File: src/dmach_cfg.svh
`ifndef DMACH_CFG_SVH
`define DMACH_CFG_SVH

// Register byte offsets.
`define DMACH_CTRL_OFS      8'h00
`define DMACH_ECON_OFS      8'h04
`define DMACH_INT_OFS       8'h08
`define DMACH_SSA_OFS       8'h0C
`define DMACH_DSA_OFS       8'h10
`define DMACH_SSIZ_OFS      8'h14
`define DMACH_DSIZ_OFS      8'h18
`define DMACH_SPTR_OFS      8'h1C
`define DMACH_DPTR_OFS      8'h20
`define DMACH_CSIZ_OFS      8'h24
`define DMACH_CPTR_OFS      8'h28
`define DMACH_MDAT_OFS      8'h2C
`define DMACH_GCTRL_OFS     8'h30

// Field positions.
`define DMACH_GON_BIT       15
`define DMACH_GSUSP_BIT     12
`define DMACH_CHANNEL_ENABLE_BIT      7
`define DMACH_AEN_BIT       4
`define DMACH_FORCE_BIT     7
`define DMACH_ABORT_BIT     6
`define DMACH_MATCH_TERMINATE_ENABLE_BIT     5
`define DMACH_START_IRQ_ENABLE_BIT    4
`define DMACH_ABORT_IRQ_ENABLE_BIT    3
`define DMACH_FLAG_ADDR_ERR 0
`define DMACH_FLAG_ABORT    1
`define DMACH_FLAG_CELL     2
`define DMACH_FLAG_BLOCK    3
`define DMACH_FLAG_DHALF    4
`define DMACH_FLAG_DDONE    5
`define DMACH_FLAG_SHALF    6
`define DMACH_FLAG_SDONE    7

// Reset values and limits.
`define DMACH_RST_WORD      32'h0000_0000
`define DMACH_WORD_BYTES    9'h004
`define DMACH_ADDR_LIMIT    32'hFFFF_FFFF

`endif

File: src/dmach_pkg.sv
package dmach_pkg;

    typedef enum logic [1:0] {
        DMACH_IDLE  = 2'b00,
        DMACH_READ  = 2'b01,
        DMACH_WRITE = 2'b11
    } dmach_state_type;

    typedef struct packed {
        dmach_state_type state;
        logic            gon;
        logic            gsusp;
        logic [31:0]     ctrl;
        logic [31:0]     econ;
        logic [23:0]     intr;
        logic [31:0]     ssa;
        logic [31:0]     dsa;
        logic [7:0]      ssiz;
        logic [7:0]      dsiz;
        logic [7:0]      csiz;
        logic [7:0]      mdat;
        logic [7:0]      sptr;
        logic [7:0]      dptr;
        logic [8:0]      cptr;
        logic [8:0]      bcnt;
        logic [8:0]      nbytes;
        logic            pend_abort;
        logic            cell_busy;
        logic [31:0]     word;
        logic [31:0]     rdata;
        logic            rvalid;
        logic            mread;
        logic            mwrite;
        logic [31:0]     maddr;
        logic [31:0]     mwdata;
        logic [3:0]      mbe;
    } dmach_regs_type;

endpackage

File: src/dmach_top.sv
// Chosen here: the address map and the Avalon-MM slave port.
`timescale 1ns/1ps
`include "dmach_cfg.svh"
// How it works
// - Data moves only when controller enable and channel enable are both set.
// - Writing one to the force bit starts a transfer from software.
// - A selected device interrupt starts a transfer when start-IRQ enable is set.
// - Each start event moves one cell of bytes, then waits for the next.
// - Source size zero means 256 bytes, otherwise its value.
// - Destination size zero means 256 bytes, otherwise its value.
// - Cell size zero means 256 bytes per event, otherwise its value.
// - Read-only source and destination pointers update after each transaction.
// - Read-only cell progress counts bytes moved since the last start event, and reads zero after block end.
// - A pattern match resets the source pointer and cell progress.
// - The match byte is used only when pattern termination is enabled.
// - Half and done flags rise when a pointer reaches half or full size.
// - Pointers clear on reset and while the controller enable is zero.
// - Pointers clear on block completion or pattern match, whatever auto-enable holds.
// - Abort clears pointers, except while channel-disabled or suspended mid-transfer.
// - Writing a start address resets the matching pointer.
// - Block end clears channel enable unless auto-enable; disabled channel stays idle.
// - Abort write, match, abort IRQ, address error or block end stop a transfer.
// - An abort sets the abort flag after the running transaction finishes.
// - A transaction is one read then one write of up to four bytes.
// - A block ends after the larger of source and destination size.
// - Pointers wrap at their sizes; a cell never exceeds the block size.
// - A match sets the block complete flag and clears enable without auto-enable.
// - A match is any byte moved in the transaction equal to the match byte.
module dmach_top
    import dmach_pkg::*;
(
    input  wire logic        clk,
    input  wire logic        nrst,
    input  wire logic [7:0]  avs_address,
    input  wire logic        avs_read,
    input  wire logic        avs_write,
    input  wire logic [31:0] avs_writedata,
    input  wire logic [3:0]  avs_byteenable,
    output logic      [31:0] avs_readdata,
    output logic             avs_waitrequest,
    input  wire logic        dev_irq_valid,
    input  wire logic [7:0]  dev_irq_num,
    output logic             m_read,
    output logic             m_write,
    output logic      [31:0] m_address,
    output logic      [31:0] m_writedata,
    output logic      [3:0]  m_byteenable,
    input  wire logic [31:0] m_readdata,
    input  wire logic        m_waitrequest,
    input  wire logic        m_error,
    output logic             chan_irq
);

    dmach_regs_type s_r;
    dmach_regs_type s_nxt;

    ////////////////////////////////////////////////////////////////////////////////////////////

    // Size field to byte count; zero stands for 256.
    function automatic logic [8:0] len9(input logic [7:0] v);
        len9 = (v == 8'h00) ? 9'h100 : {1'b0, v};
    endfunction

    // Byte-lane merge of a bus write into a stored word.
    function automatic logic [31:0] merge(input logic [31:0] old, input logic [31:0] wd,
                                          input logic [3:0] be);
        for (int i = 0; i < 4; i++)
            merge[i*8 +: 8] = be[i] ? wd[i*8 +: 8] : old[i*8 +: 8];
    endfunction

    logic [8:0] slen;
    logic [8:0] dlen;
    logic [8:0] clen;
    logic [8:0] blen;
    logic [8:0] cell_eff;
    logic [8:0] src_left;
    logic [8:0] dst_left;
    logic [8:0] cell_left;
    logic [3:0] byte_hit;
    logic       match;
    logic       run_ok;
    logic       start_ev;
    logic       abort_irq;
    logic       wr_acc;

    assign slen     = len9(s_r.ssiz);
    assign dlen     = len9(s_r.dsiz);
    assign clen     = len9(s_r.csiz);
    assign blen     = (slen > dlen) ? slen : dlen;
    assign cell_eff = (clen > blen) ? blen : clen;
    assign src_left = slen - {1'b0, s_r.sptr};
    assign dst_left = dlen - {1'b0, s_r.dptr};
    assign cell_left = cell_eff - s_r.cptr;
    assign run_ok   = s_r.gon && s_r.ctrl[`DMACH_CHANNEL_ENABLE_BIT] && !s_r.gsusp;
    assign wr_acc   = avs_write && !avs_waitrequest;
    assign abort_irq = dev_irq_valid && s_r.econ[`DMACH_ABORT_IRQ_ENABLE_BIT]
                     && (dev_irq_num == s_r.econ[23:16]);
    assign start_ev = (wr_acc && avs_address == `DMACH_ECON_OFS && avs_byteenable[0]
                       && avs_writedata[`DMACH_FORCE_BIT])
                    || (dev_irq_valid && s_r.econ[`DMACH_START_IRQ_ENABLE_BIT]
                       && dev_irq_num == s_r.econ[15:8]);

    generate
        for (genvar g = 0; g < 4; g++)
        begin : g_match
            assign byte_hit[g] = (g < s_r.nbytes)
                               && (s_r.rdata[g*8 +: 8] == s_r.mdat);
        end
    endgenerate
    assign match = s_r.econ[`DMACH_MATCH_TERMINATE_ENABLE_BIT] && (|byte_hit);

    ////////////////////////////////////////////////////////////////////////////////////////////

    always_comb
    begin
        logic [8:0] n;
        logic [8:0] nsp;
        logic [8:0] ndp;
        logic       blk_end;
        logic       clr_ptr;
        n       = 9'h000;
        nsp     = 9'h000;
        ndp     = 9'h000;
        blk_end = 1'b0;
        clr_ptr = 1'b0;
        s_nxt   = s_r;

        // Register writes.
        if (wr_acc)
        begin
            if (avs_address == `DMACH_CTRL_OFS)
                s_nxt.ctrl = merge(s_r.ctrl, avs_writedata, avs_byteenable) & 32'h0000_0090;
            else if (avs_address == `DMACH_ECON_OFS)
            begin
                s_nxt.econ = merge(s_r.econ, avs_writedata, avs_byteenable) & 32'h00FF_FF38;
                if (avs_byteenable[0] && avs_writedata[`DMACH_ABORT_BIT])
                    s_nxt.pend_abort = 1'b1;
            end
            else if (avs_address == `DMACH_INT_OFS)
            begin
                s_nxt.intr[23:16] = avs_byteenable[2] ? avs_writedata[23:16] : s_r.intr[23:16];
                if (avs_byteenable[0])
                    s_nxt.intr[7:0] = s_r.intr[7:0] & ~avs_writedata[7:0];
            end
            else if (avs_address == `DMACH_SSA_OFS)
            begin
                s_nxt.ssa  = merge(s_r.ssa, avs_writedata, avs_byteenable);
                s_nxt.sptr = 8'h00;
            end
            else if (avs_address == `DMACH_DSA_OFS)
            begin
                s_nxt.dsa  = merge(s_r.dsa, avs_writedata, avs_byteenable);
                s_nxt.dptr = 8'h00;
            end
            else if (avs_address == `DMACH_SSIZ_OFS && avs_byteenable[0])
                s_nxt.ssiz = avs_writedata[7:0];
            else if (avs_address == `DMACH_DSIZ_OFS && avs_byteenable[0])
                s_nxt.dsiz = avs_writedata[7:0];
            else if (avs_address == `DMACH_CSIZ_OFS && avs_byteenable[0])
                s_nxt.csiz = avs_writedata[7:0];
            else if (avs_address == `DMACH_MDAT_OFS && avs_byteenable[0])
                s_nxt.mdat = avs_writedata[7:0];
            else if (avs_address == `DMACH_GCTRL_OFS && avs_byteenable[1])
            begin
                s_nxt.gon   = avs_writedata[`DMACH_GON_BIT];
                s_nxt.gsusp = avs_writedata[`DMACH_GSUSP_BIT];
            end
        end
        if (abort_irq)
            s_nxt.pend_abort = 1'b1;

        // Transfer engine.
        case (s_r.state)
            DMACH_IDLE:
            begin
                if (s_r.pend_abort)
                begin
                    s_nxt.pend_abort = 1'b0;
                    s_nxt.intr[`DMACH_FLAG_ABORT] = 1'b1;
                    // A cell cut short by channel disable or suspend keeps its pointers.
                    if (!(s_r.cell_busy && !run_ok))
                    begin
                        clr_ptr         = 1'b1;
                        s_nxt.cptr      = 9'h000;
                        s_nxt.cell_busy = 1'b0;
                    end
                end
                else if (run_ok && (s_r.cell_busy || start_ev))
                begin
                    n = s_r.cell_busy ? cell_left : cell_eff;
                    if (src_left < n) n = src_left;
                    if (dst_left < n) n = dst_left;
                    if (n > `DMACH_WORD_BYTES) n = `DMACH_WORD_BYTES;
                    s_nxt.nbytes = n;
                    s_nxt.maddr  = s_r.ssa + {24'h000000, s_r.sptr};
                    s_nxt.mread  = 1'b1;
                    s_nxt.mbe    = 4'hF;
                    if (!s_r.cell_busy)
                        s_nxt.cptr = 9'h000;
                    s_nxt.cell_busy = 1'b1;
                    s_nxt.state  = DMACH_READ;
                end
            end
            DMACH_READ:
            begin
                if (!m_waitrequest)
                begin
                    s_nxt.mread = 1'b0;
                    if (m_error)
                    begin
                        s_nxt.intr[`DMACH_FLAG_ADDR_ERR] = 1'b1;
                        s_nxt.ctrl[`DMACH_CHANNEL_ENABLE_BIT] = 1'b0;
                        s_nxt.cptr  = 9'h000;
                        s_nxt.cell_busy = 1'b0;
                        s_nxt.state = DMACH_IDLE;
                    end
                    else
                    begin
                        s_nxt.rdata  = m_readdata;
                        s_nxt.mwrite = 1'b1;
                        s_nxt.maddr  = s_r.dsa + {24'h000000, s_r.dptr};
                        s_nxt.mwdata = m_readdata;
                        s_nxt.mbe    = 4'(({4'h0, 4'hF} << s_r.nbytes[2:0]) >> 4);
                        s_nxt.state  = DMACH_WRITE;
                    end
                end
            end
            DMACH_WRITE:
            begin
                if (!m_waitrequest)
                begin
                    s_nxt.mwrite = 1'b0;
                    s_nxt.state  = DMACH_IDLE;
                    if (m_error)
                    begin
                        s_nxt.intr[`DMACH_FLAG_ADDR_ERR] = 1'b1;
                        s_nxt.ctrl[`DMACH_CHANNEL_ENABLE_BIT] = 1'b0;
                        s_nxt.cptr = 9'h000;
                        s_nxt.cell_busy = 1'b0;
                    end
                    else
                    begin
                        nsp = {1'b0, s_r.sptr} + s_r.nbytes;
                        ndp = {1'b0, s_r.dptr} + s_r.nbytes;
                        s_nxt.cptr = s_r.cptr + s_r.nbytes;
                        s_nxt.bcnt = s_r.bcnt + s_r.nbytes;
                        if (nsp == (slen >> 1) && slen != 9'h001)
                            s_nxt.intr[`DMACH_FLAG_SHALF] = 1'b1;
                        if (ndp == (dlen >> 1) && dlen != 9'h001)
                            s_nxt.intr[`DMACH_FLAG_DHALF] = 1'b1;
                        if (nsp == slen)
                            s_nxt.intr[`DMACH_FLAG_SDONE] = 1'b1;
                        if (ndp == dlen)
                            s_nxt.intr[`DMACH_FLAG_DDONE] = 1'b1;
                        s_nxt.sptr = (nsp >= slen) ? 8'h00 : nsp[7:0];
                        s_nxt.dptr = (ndp >= dlen) ? 8'h00 : ndp[7:0];
                        blk_end = (s_r.bcnt + s_r.nbytes >= blen) || match;
                        if (s_r.cptr + s_r.nbytes >= cell_eff || blk_end)
                        begin
                            s_nxt.cell_busy = 1'b0;
                            s_nxt.intr[`DMACH_FLAG_CELL] = 1'b1;
                        end
                        if (blk_end)
                        begin
                            s_nxt.cptr = 9'h000;
                            s_nxt.intr[`DMACH_FLAG_BLOCK] = 1'b1;
                            clr_ptr = 1'b1;
                            if (!s_r.ctrl[`DMACH_AEN_BIT])
                                s_nxt.ctrl[`DMACH_CHANNEL_ENABLE_BIT] = 1'b0;
                        end
                    end
                end
            end
            default:
                s_nxt.state = DMACH_IDLE;
        endcase

        if (clr_ptr || !s_r.gon)
        begin
            s_nxt.sptr = 8'h00;
            s_nxt.dptr = 8'h00;
            s_nxt.bcnt = 9'h000;
        end

        // Register read data, captured in the wait cycle before acceptance.
        s_nxt.rvalid = avs_read && !s_r.rvalid;
        s_nxt.rdata  = (s_r.state == DMACH_READ && !m_waitrequest) ? s_nxt.rdata : s_r.rdata;
        s_nxt.word   = `DMACH_RST_WORD;
        if (avs_address == `DMACH_CTRL_OFS)
            s_nxt.word = s_r.ctrl;
        else if (avs_address == `DMACH_ECON_OFS)
            s_nxt.word = s_r.econ;
        else if (avs_address == `DMACH_INT_OFS)
            s_nxt.word = {8'h00, s_r.intr};
        else if (avs_address == `DMACH_SSA_OFS)
            s_nxt.word = s_r.ssa;
        else if (avs_address == `DMACH_DSA_OFS)
            s_nxt.word = s_r.dsa;
        else if (avs_address == `DMACH_SSIZ_OFS)
            s_nxt.word = {24'h000000, s_r.ssiz};
        else if (avs_address == `DMACH_DSIZ_OFS)
            s_nxt.word = {24'h000000, s_r.dsiz};
        else if (avs_address == `DMACH_SPTR_OFS)
            s_nxt.word = {24'h000000, s_r.sptr};
        else if (avs_address == `DMACH_DPTR_OFS)
            s_nxt.word = {24'h000000, s_r.dptr};
        else if (avs_address == `DMACH_CSIZ_OFS)
            s_nxt.word = {24'h000000, s_r.csiz};
        else if (avs_address == `DMACH_CPTR_OFS)
            s_nxt.word = {24'h000000, s_r.cptr[7:0]};
        else if (avs_address == `DMACH_MDAT_OFS)
            s_nxt.word = {24'h000000, s_r.mdat};
        else if (avs_address == `DMACH_GCTRL_OFS)
            s_nxt.word = {16'h0000, s_r.gon, 2'b00, s_r.gsusp, 12'h000};
    end

    always_ff @(posedge clk or negedge nrst)
    begin
        if (!nrst)
            s_r <= '0;
        else
            s_r <= s_nxt;
    end

    ////////////////////////////////////////////////////////////////////////////////////////////

    // Reads take one wait cycle; writes are accepted at once.
    assign avs_waitrequest = avs_read && !s_r.rvalid;
    assign avs_readdata    = s_r.word;
    assign m_read          = s_r.mread;
    assign m_write         = s_r.mwrite;
    assign m_address       = s_r.maddr;
    assign m_writedata     = s_r.mwdata;
    assign m_byteenable    = s_r.mbe;
    assign chan_irq        = |(s_r.intr[7:0] & s_r.intr[23:16]);

endmodule

File: config.mk
export PLATFORM = sky130hd
export DESIGN_NAME = dmach_top
export DESIGN_NICKNAME = d
export VERILOG_FILES = /design/src/dmach_pkg.sv /design/src/dmach_top.sv
export VERILOG_INCLUDE_DIRS = /design/src
export SDC_FILE = /design/constraint.sdc
export NUM_CORES = 1
export LEC_CHECK = 0
export BUFFER_PORTS_ARGS = -buffer_cell sky130_fd_sc_hd__buf_4
export CORE_ASPECT_RATIO = 0.5
export CORE_MARGIN = 8
export CORE_UTILIZATION = 45
export CTS_CLUSTER_SIZE = 25
export DETAILED_ROUTE_END_ITERATION = 6
export GPL_TIMING_DRIVEN = 0
export SLEW_MARGIN = 0
export SYNTH_ARGS = -nofsm -noshare
export SYNTH_HDL_FRONTEND = slang
export SYNTH_SLANG_ARGS = --single-unit
File: constraint.sdc
create_clock -name clk -period 10.9 [get_ports clk]
set_input_delay 0.545 -clock clk [delete_from_list [all_inputs] [get_ports clk]]
set_output_delay 0.545 -clock clk [all_outputs]
set_load 0.02 [all_outputs]
==> summary.txt <==
Run status
  • Outcome: finished, final reports clean

Power and ir drop
  • Leak: 0.0118 uW
  • Pwr/cell area: 186 mW/mm^2
  • Peak VDD IR: 0.137 mV
  • Power Total: 4490 uW

Worst setup path
  • Worst R2R End: s_r[139]
  • Critical Path Max Stage Delay: approximately 0.45 ns
  • End point of the critical path: s_r[139]
  • Worst R2R Setup Slack: 0.55 ns
  • Startpoint Class: flip-flop
  • R2r startpoint: s_r[206]
  • Max Fanout on Critical Path: 10
  • CP Launch Point: s_r[206]
  • CP Class: reg2reg
  • Endpoint type of the worst setup path: flip-flop
  • Data arrival, critical path: 10.86 ns
  • Reg2Reg Depth: 48
  • CP dominant cell by count: ha_1
  • Crit-path slowest cell: o41a_1
  • Required time of the critical path: 11.41 ns

Floorplan
  • Die W: 318 um
  • Die Y: around 170 um
  • Num rows: 55
  • Die area: 0.0532 sq mm
  • Area of the core: 0.0451 sq mm
  • I/O Pins: slightly below 200
  • Initial core utilization: 45.5%

STA
  • Worst-Margin Slew: ~1.2 ns
  • Min Tclk post-route: a little over 10 ns
  • Final slew viol count: 0
  • Ratio of final minimum period to clock period: 94.9%
  • Setup violators final: 0
  • Rel. slew slack: 19.4%
  • Achievable Freq: approximately 0.097 GHz
  • Hold Vio Cnt, Final: 0
  • Worst Skew: roughly 0.018 ns

Synth
  • Post-synthesis average cell area: 9.36 sq um
  • Number of synthesized register bits: ~320
  • Synthesized area: between 0.02 and 0.025 sq mm
  • Top-count cell post-synth: nand2_1
  • Sequential area share after synthesis: between 30% and 40%
  • EDFF count, synth: 0
  • Ys Warns: 0
  • Top post-synthesis cells by area: dfrtp_1 39%, ha_1 8.6%, nand2_1 6.3%
  • Synth cell types: 83
  • Top cells by count, synth: 346 x nand2_1, 317 x dfrtp_1, 142 x ha_1
  • Cell count after synthesis: 2195
  • Area leader, netlist: dfrtp_1
  • Post-synth net total: about 2400
  • Post-synth top flop: dfrtp_1
  • Area share of the largest cell type after synthesis: 38.6%
  • Post-synth ARST share: 100%

Layout
  • Layout cells sized above 1: 21.3%
  • Final nets: around 2700
  • Area growth, synth to finish: 17.3%
  • Non-Filler Instances: 3052
  • Antenna cells: 0

Placed design
  • Routability Congestion: between 0.9 and 1
  • Placed Cells: about 3000
  • PortBufs: 190
  • DPL Wire Length: 51300 um

Clock tree
  • Clock transition at the registers of the reported paths: around 0.080 ns
  • TritonCTS Buffers: 31
  • Clk_lat worst skew: 0.61 ns
  • Clock Path Buffers: 3
  • Clock tree from TritonCTS: done
  • CTS H-Tree Depth: 1
  • Root Buffer: clkbuf_16
  • Clock sinks: 317

Detailed routing
  • Drt wl/cell: approximately 22 um
  • Vias: 17300
  • Antenna viol nets, final: 0
  • DR top layer: met5
  • Met2 wire length: 31000 um
  • Final WL: 68200 um
  • Pre-Repair DR Iteration Count: 6
  • Metal3 WL: 4100 um
  • DRC viols: 0
  • Via-to-Cell Ratio: ~5.7
  • 1st-iter DRT viols: 1740
  • M1 WL: 30600 um

Global route
  • Antenna violations before repair: 1
  • Grt total ovfl: 0
  • Vias in the first global route: 17000
  • Tot GR Track Use: 24.7%
  • Global-route wire length before repair: 103000 um
  • Largest net degree at the start of global routing: 93

Run
  • Max_cap viols: 0

Min path
  • Min-Delay Path Class: in2reg
metrics by stage:
step / utilization [%] / hold WS [ns] / cell area [sq um] / setup WS, ns / setup TNS [ns]
after CTS: 53.1 / 0.127 / 24000 / 0.0266 / 0
after global placement: 50.3 / 0.413 / 22700 / -0.590 / -1.76
after global routing: 53.4 / 0.135 / 24100 / -0.0265 / -0.0363
final: 53.4 / 0.153 / 24100 / 0.553 / 0
after detailed placement: 50.6 / 0.420 / 22800 / -0.623 / -1.79
after floorplan: - / 0.249 / 20500 / 1.56 / 0
critical path, delay by kind of cell (launching register included):
kind,cells,cell delay (ns)
AOI/OAI and AO/OA,21,4.31
xor gates and xnor gates,1,0.13
adders and majority gates,6,1.72
buffers and inverters,7,1.15
DFF,1,0.42
muxes,2,0.69
and+or+nand+nor,11,1.81
placed cells by master (no fill, tap or decap), types with 51 or more instances in the layout:
master    instances
mux2_2          107
a22oi_1          51
xor2_1           75
buf_4           297
ha_1            142
a21oi_1          86
xnor2_1         103
inv_1           112
clkbuf_1         74
o21ai_0          94
nand2_1         346
nor2_1          105
dfrtp_1         317
sequential cells by signal, indices dropped and copies added (netlist names):
name	count
s_r	215
avs_readdata	32
m_address	32
m_writedata	32
m_byteenable	4
m_read	1
m_write	1
cell type report:
class                   count  area (sq um)
well taps                 598           748
plain buffers             190          1140
clock inverters            19           204
clock buffers              38           862
fillers                  4282         21000
repair buffers            203          1600
inverters                 114           432
multi-input cells        1573         11200
flip-flops and latches    317          7930
repair_timing:
action | 4_1_cts | 5_1_grt
hold buffers | 1 | 0
pin swaps | 1 | 6
endpoints found under the hold margin | 63 | 0
resized for setup | 11 | 24
endpoints found under the setup margin | 3 | 3
buffers inserted | 1 | 6
report_power, final:
part	internal [uW]	switching, uW
logic	810	1030
clock network	621	522
registers	1370	141
metal layers:
layer | vias to the layer above | track usage (%)
met5 | - | 0
met4 | 2 | 8.60
met3 | 135 | 4.11
met2 | 508 | 40.1
met1 | 8580 | 33.3
li1 | 8097 | -
kinds of logic (layout without fill, tap and decap cells):
family / Yosys count / count (layout) / share of synthesized area (%)
and+or+nand+nor: 652 / 652 / 14.2
AOI/OAI and AO/OA: 467 / 467 / 15.7
DFF: 317 / 317 / 38.6
buffers and inverters: 305 / 564 / 7.58
xor gates and xnor gates: 179 / 179 / 7.67
adders and majority gates: 155 / 155 / 9.72
muxes: 120 / 120 / 6.52
worst min path at each step:
stage / slack (ns) / cells after the start / start / to
final: 0.15 / 3 / m_readdata[22] / s_r[93]
after global routing: 0.13 / 3 / m_readdata[22] / m_writedata[22]
after CTS: 0.13 / 3 / m_readdata[22] / s_r[93]
after detailed placement: 0.42 / 1 / s_r[70] / s_r[70]
after global placement: 0.41 / 1 / s_r[70] / s_r[70]
after floorplan: 0.25 / 0 / nrst / avs_readdata[0]
No activity file was read; power rests on OpenSTA's default activity.
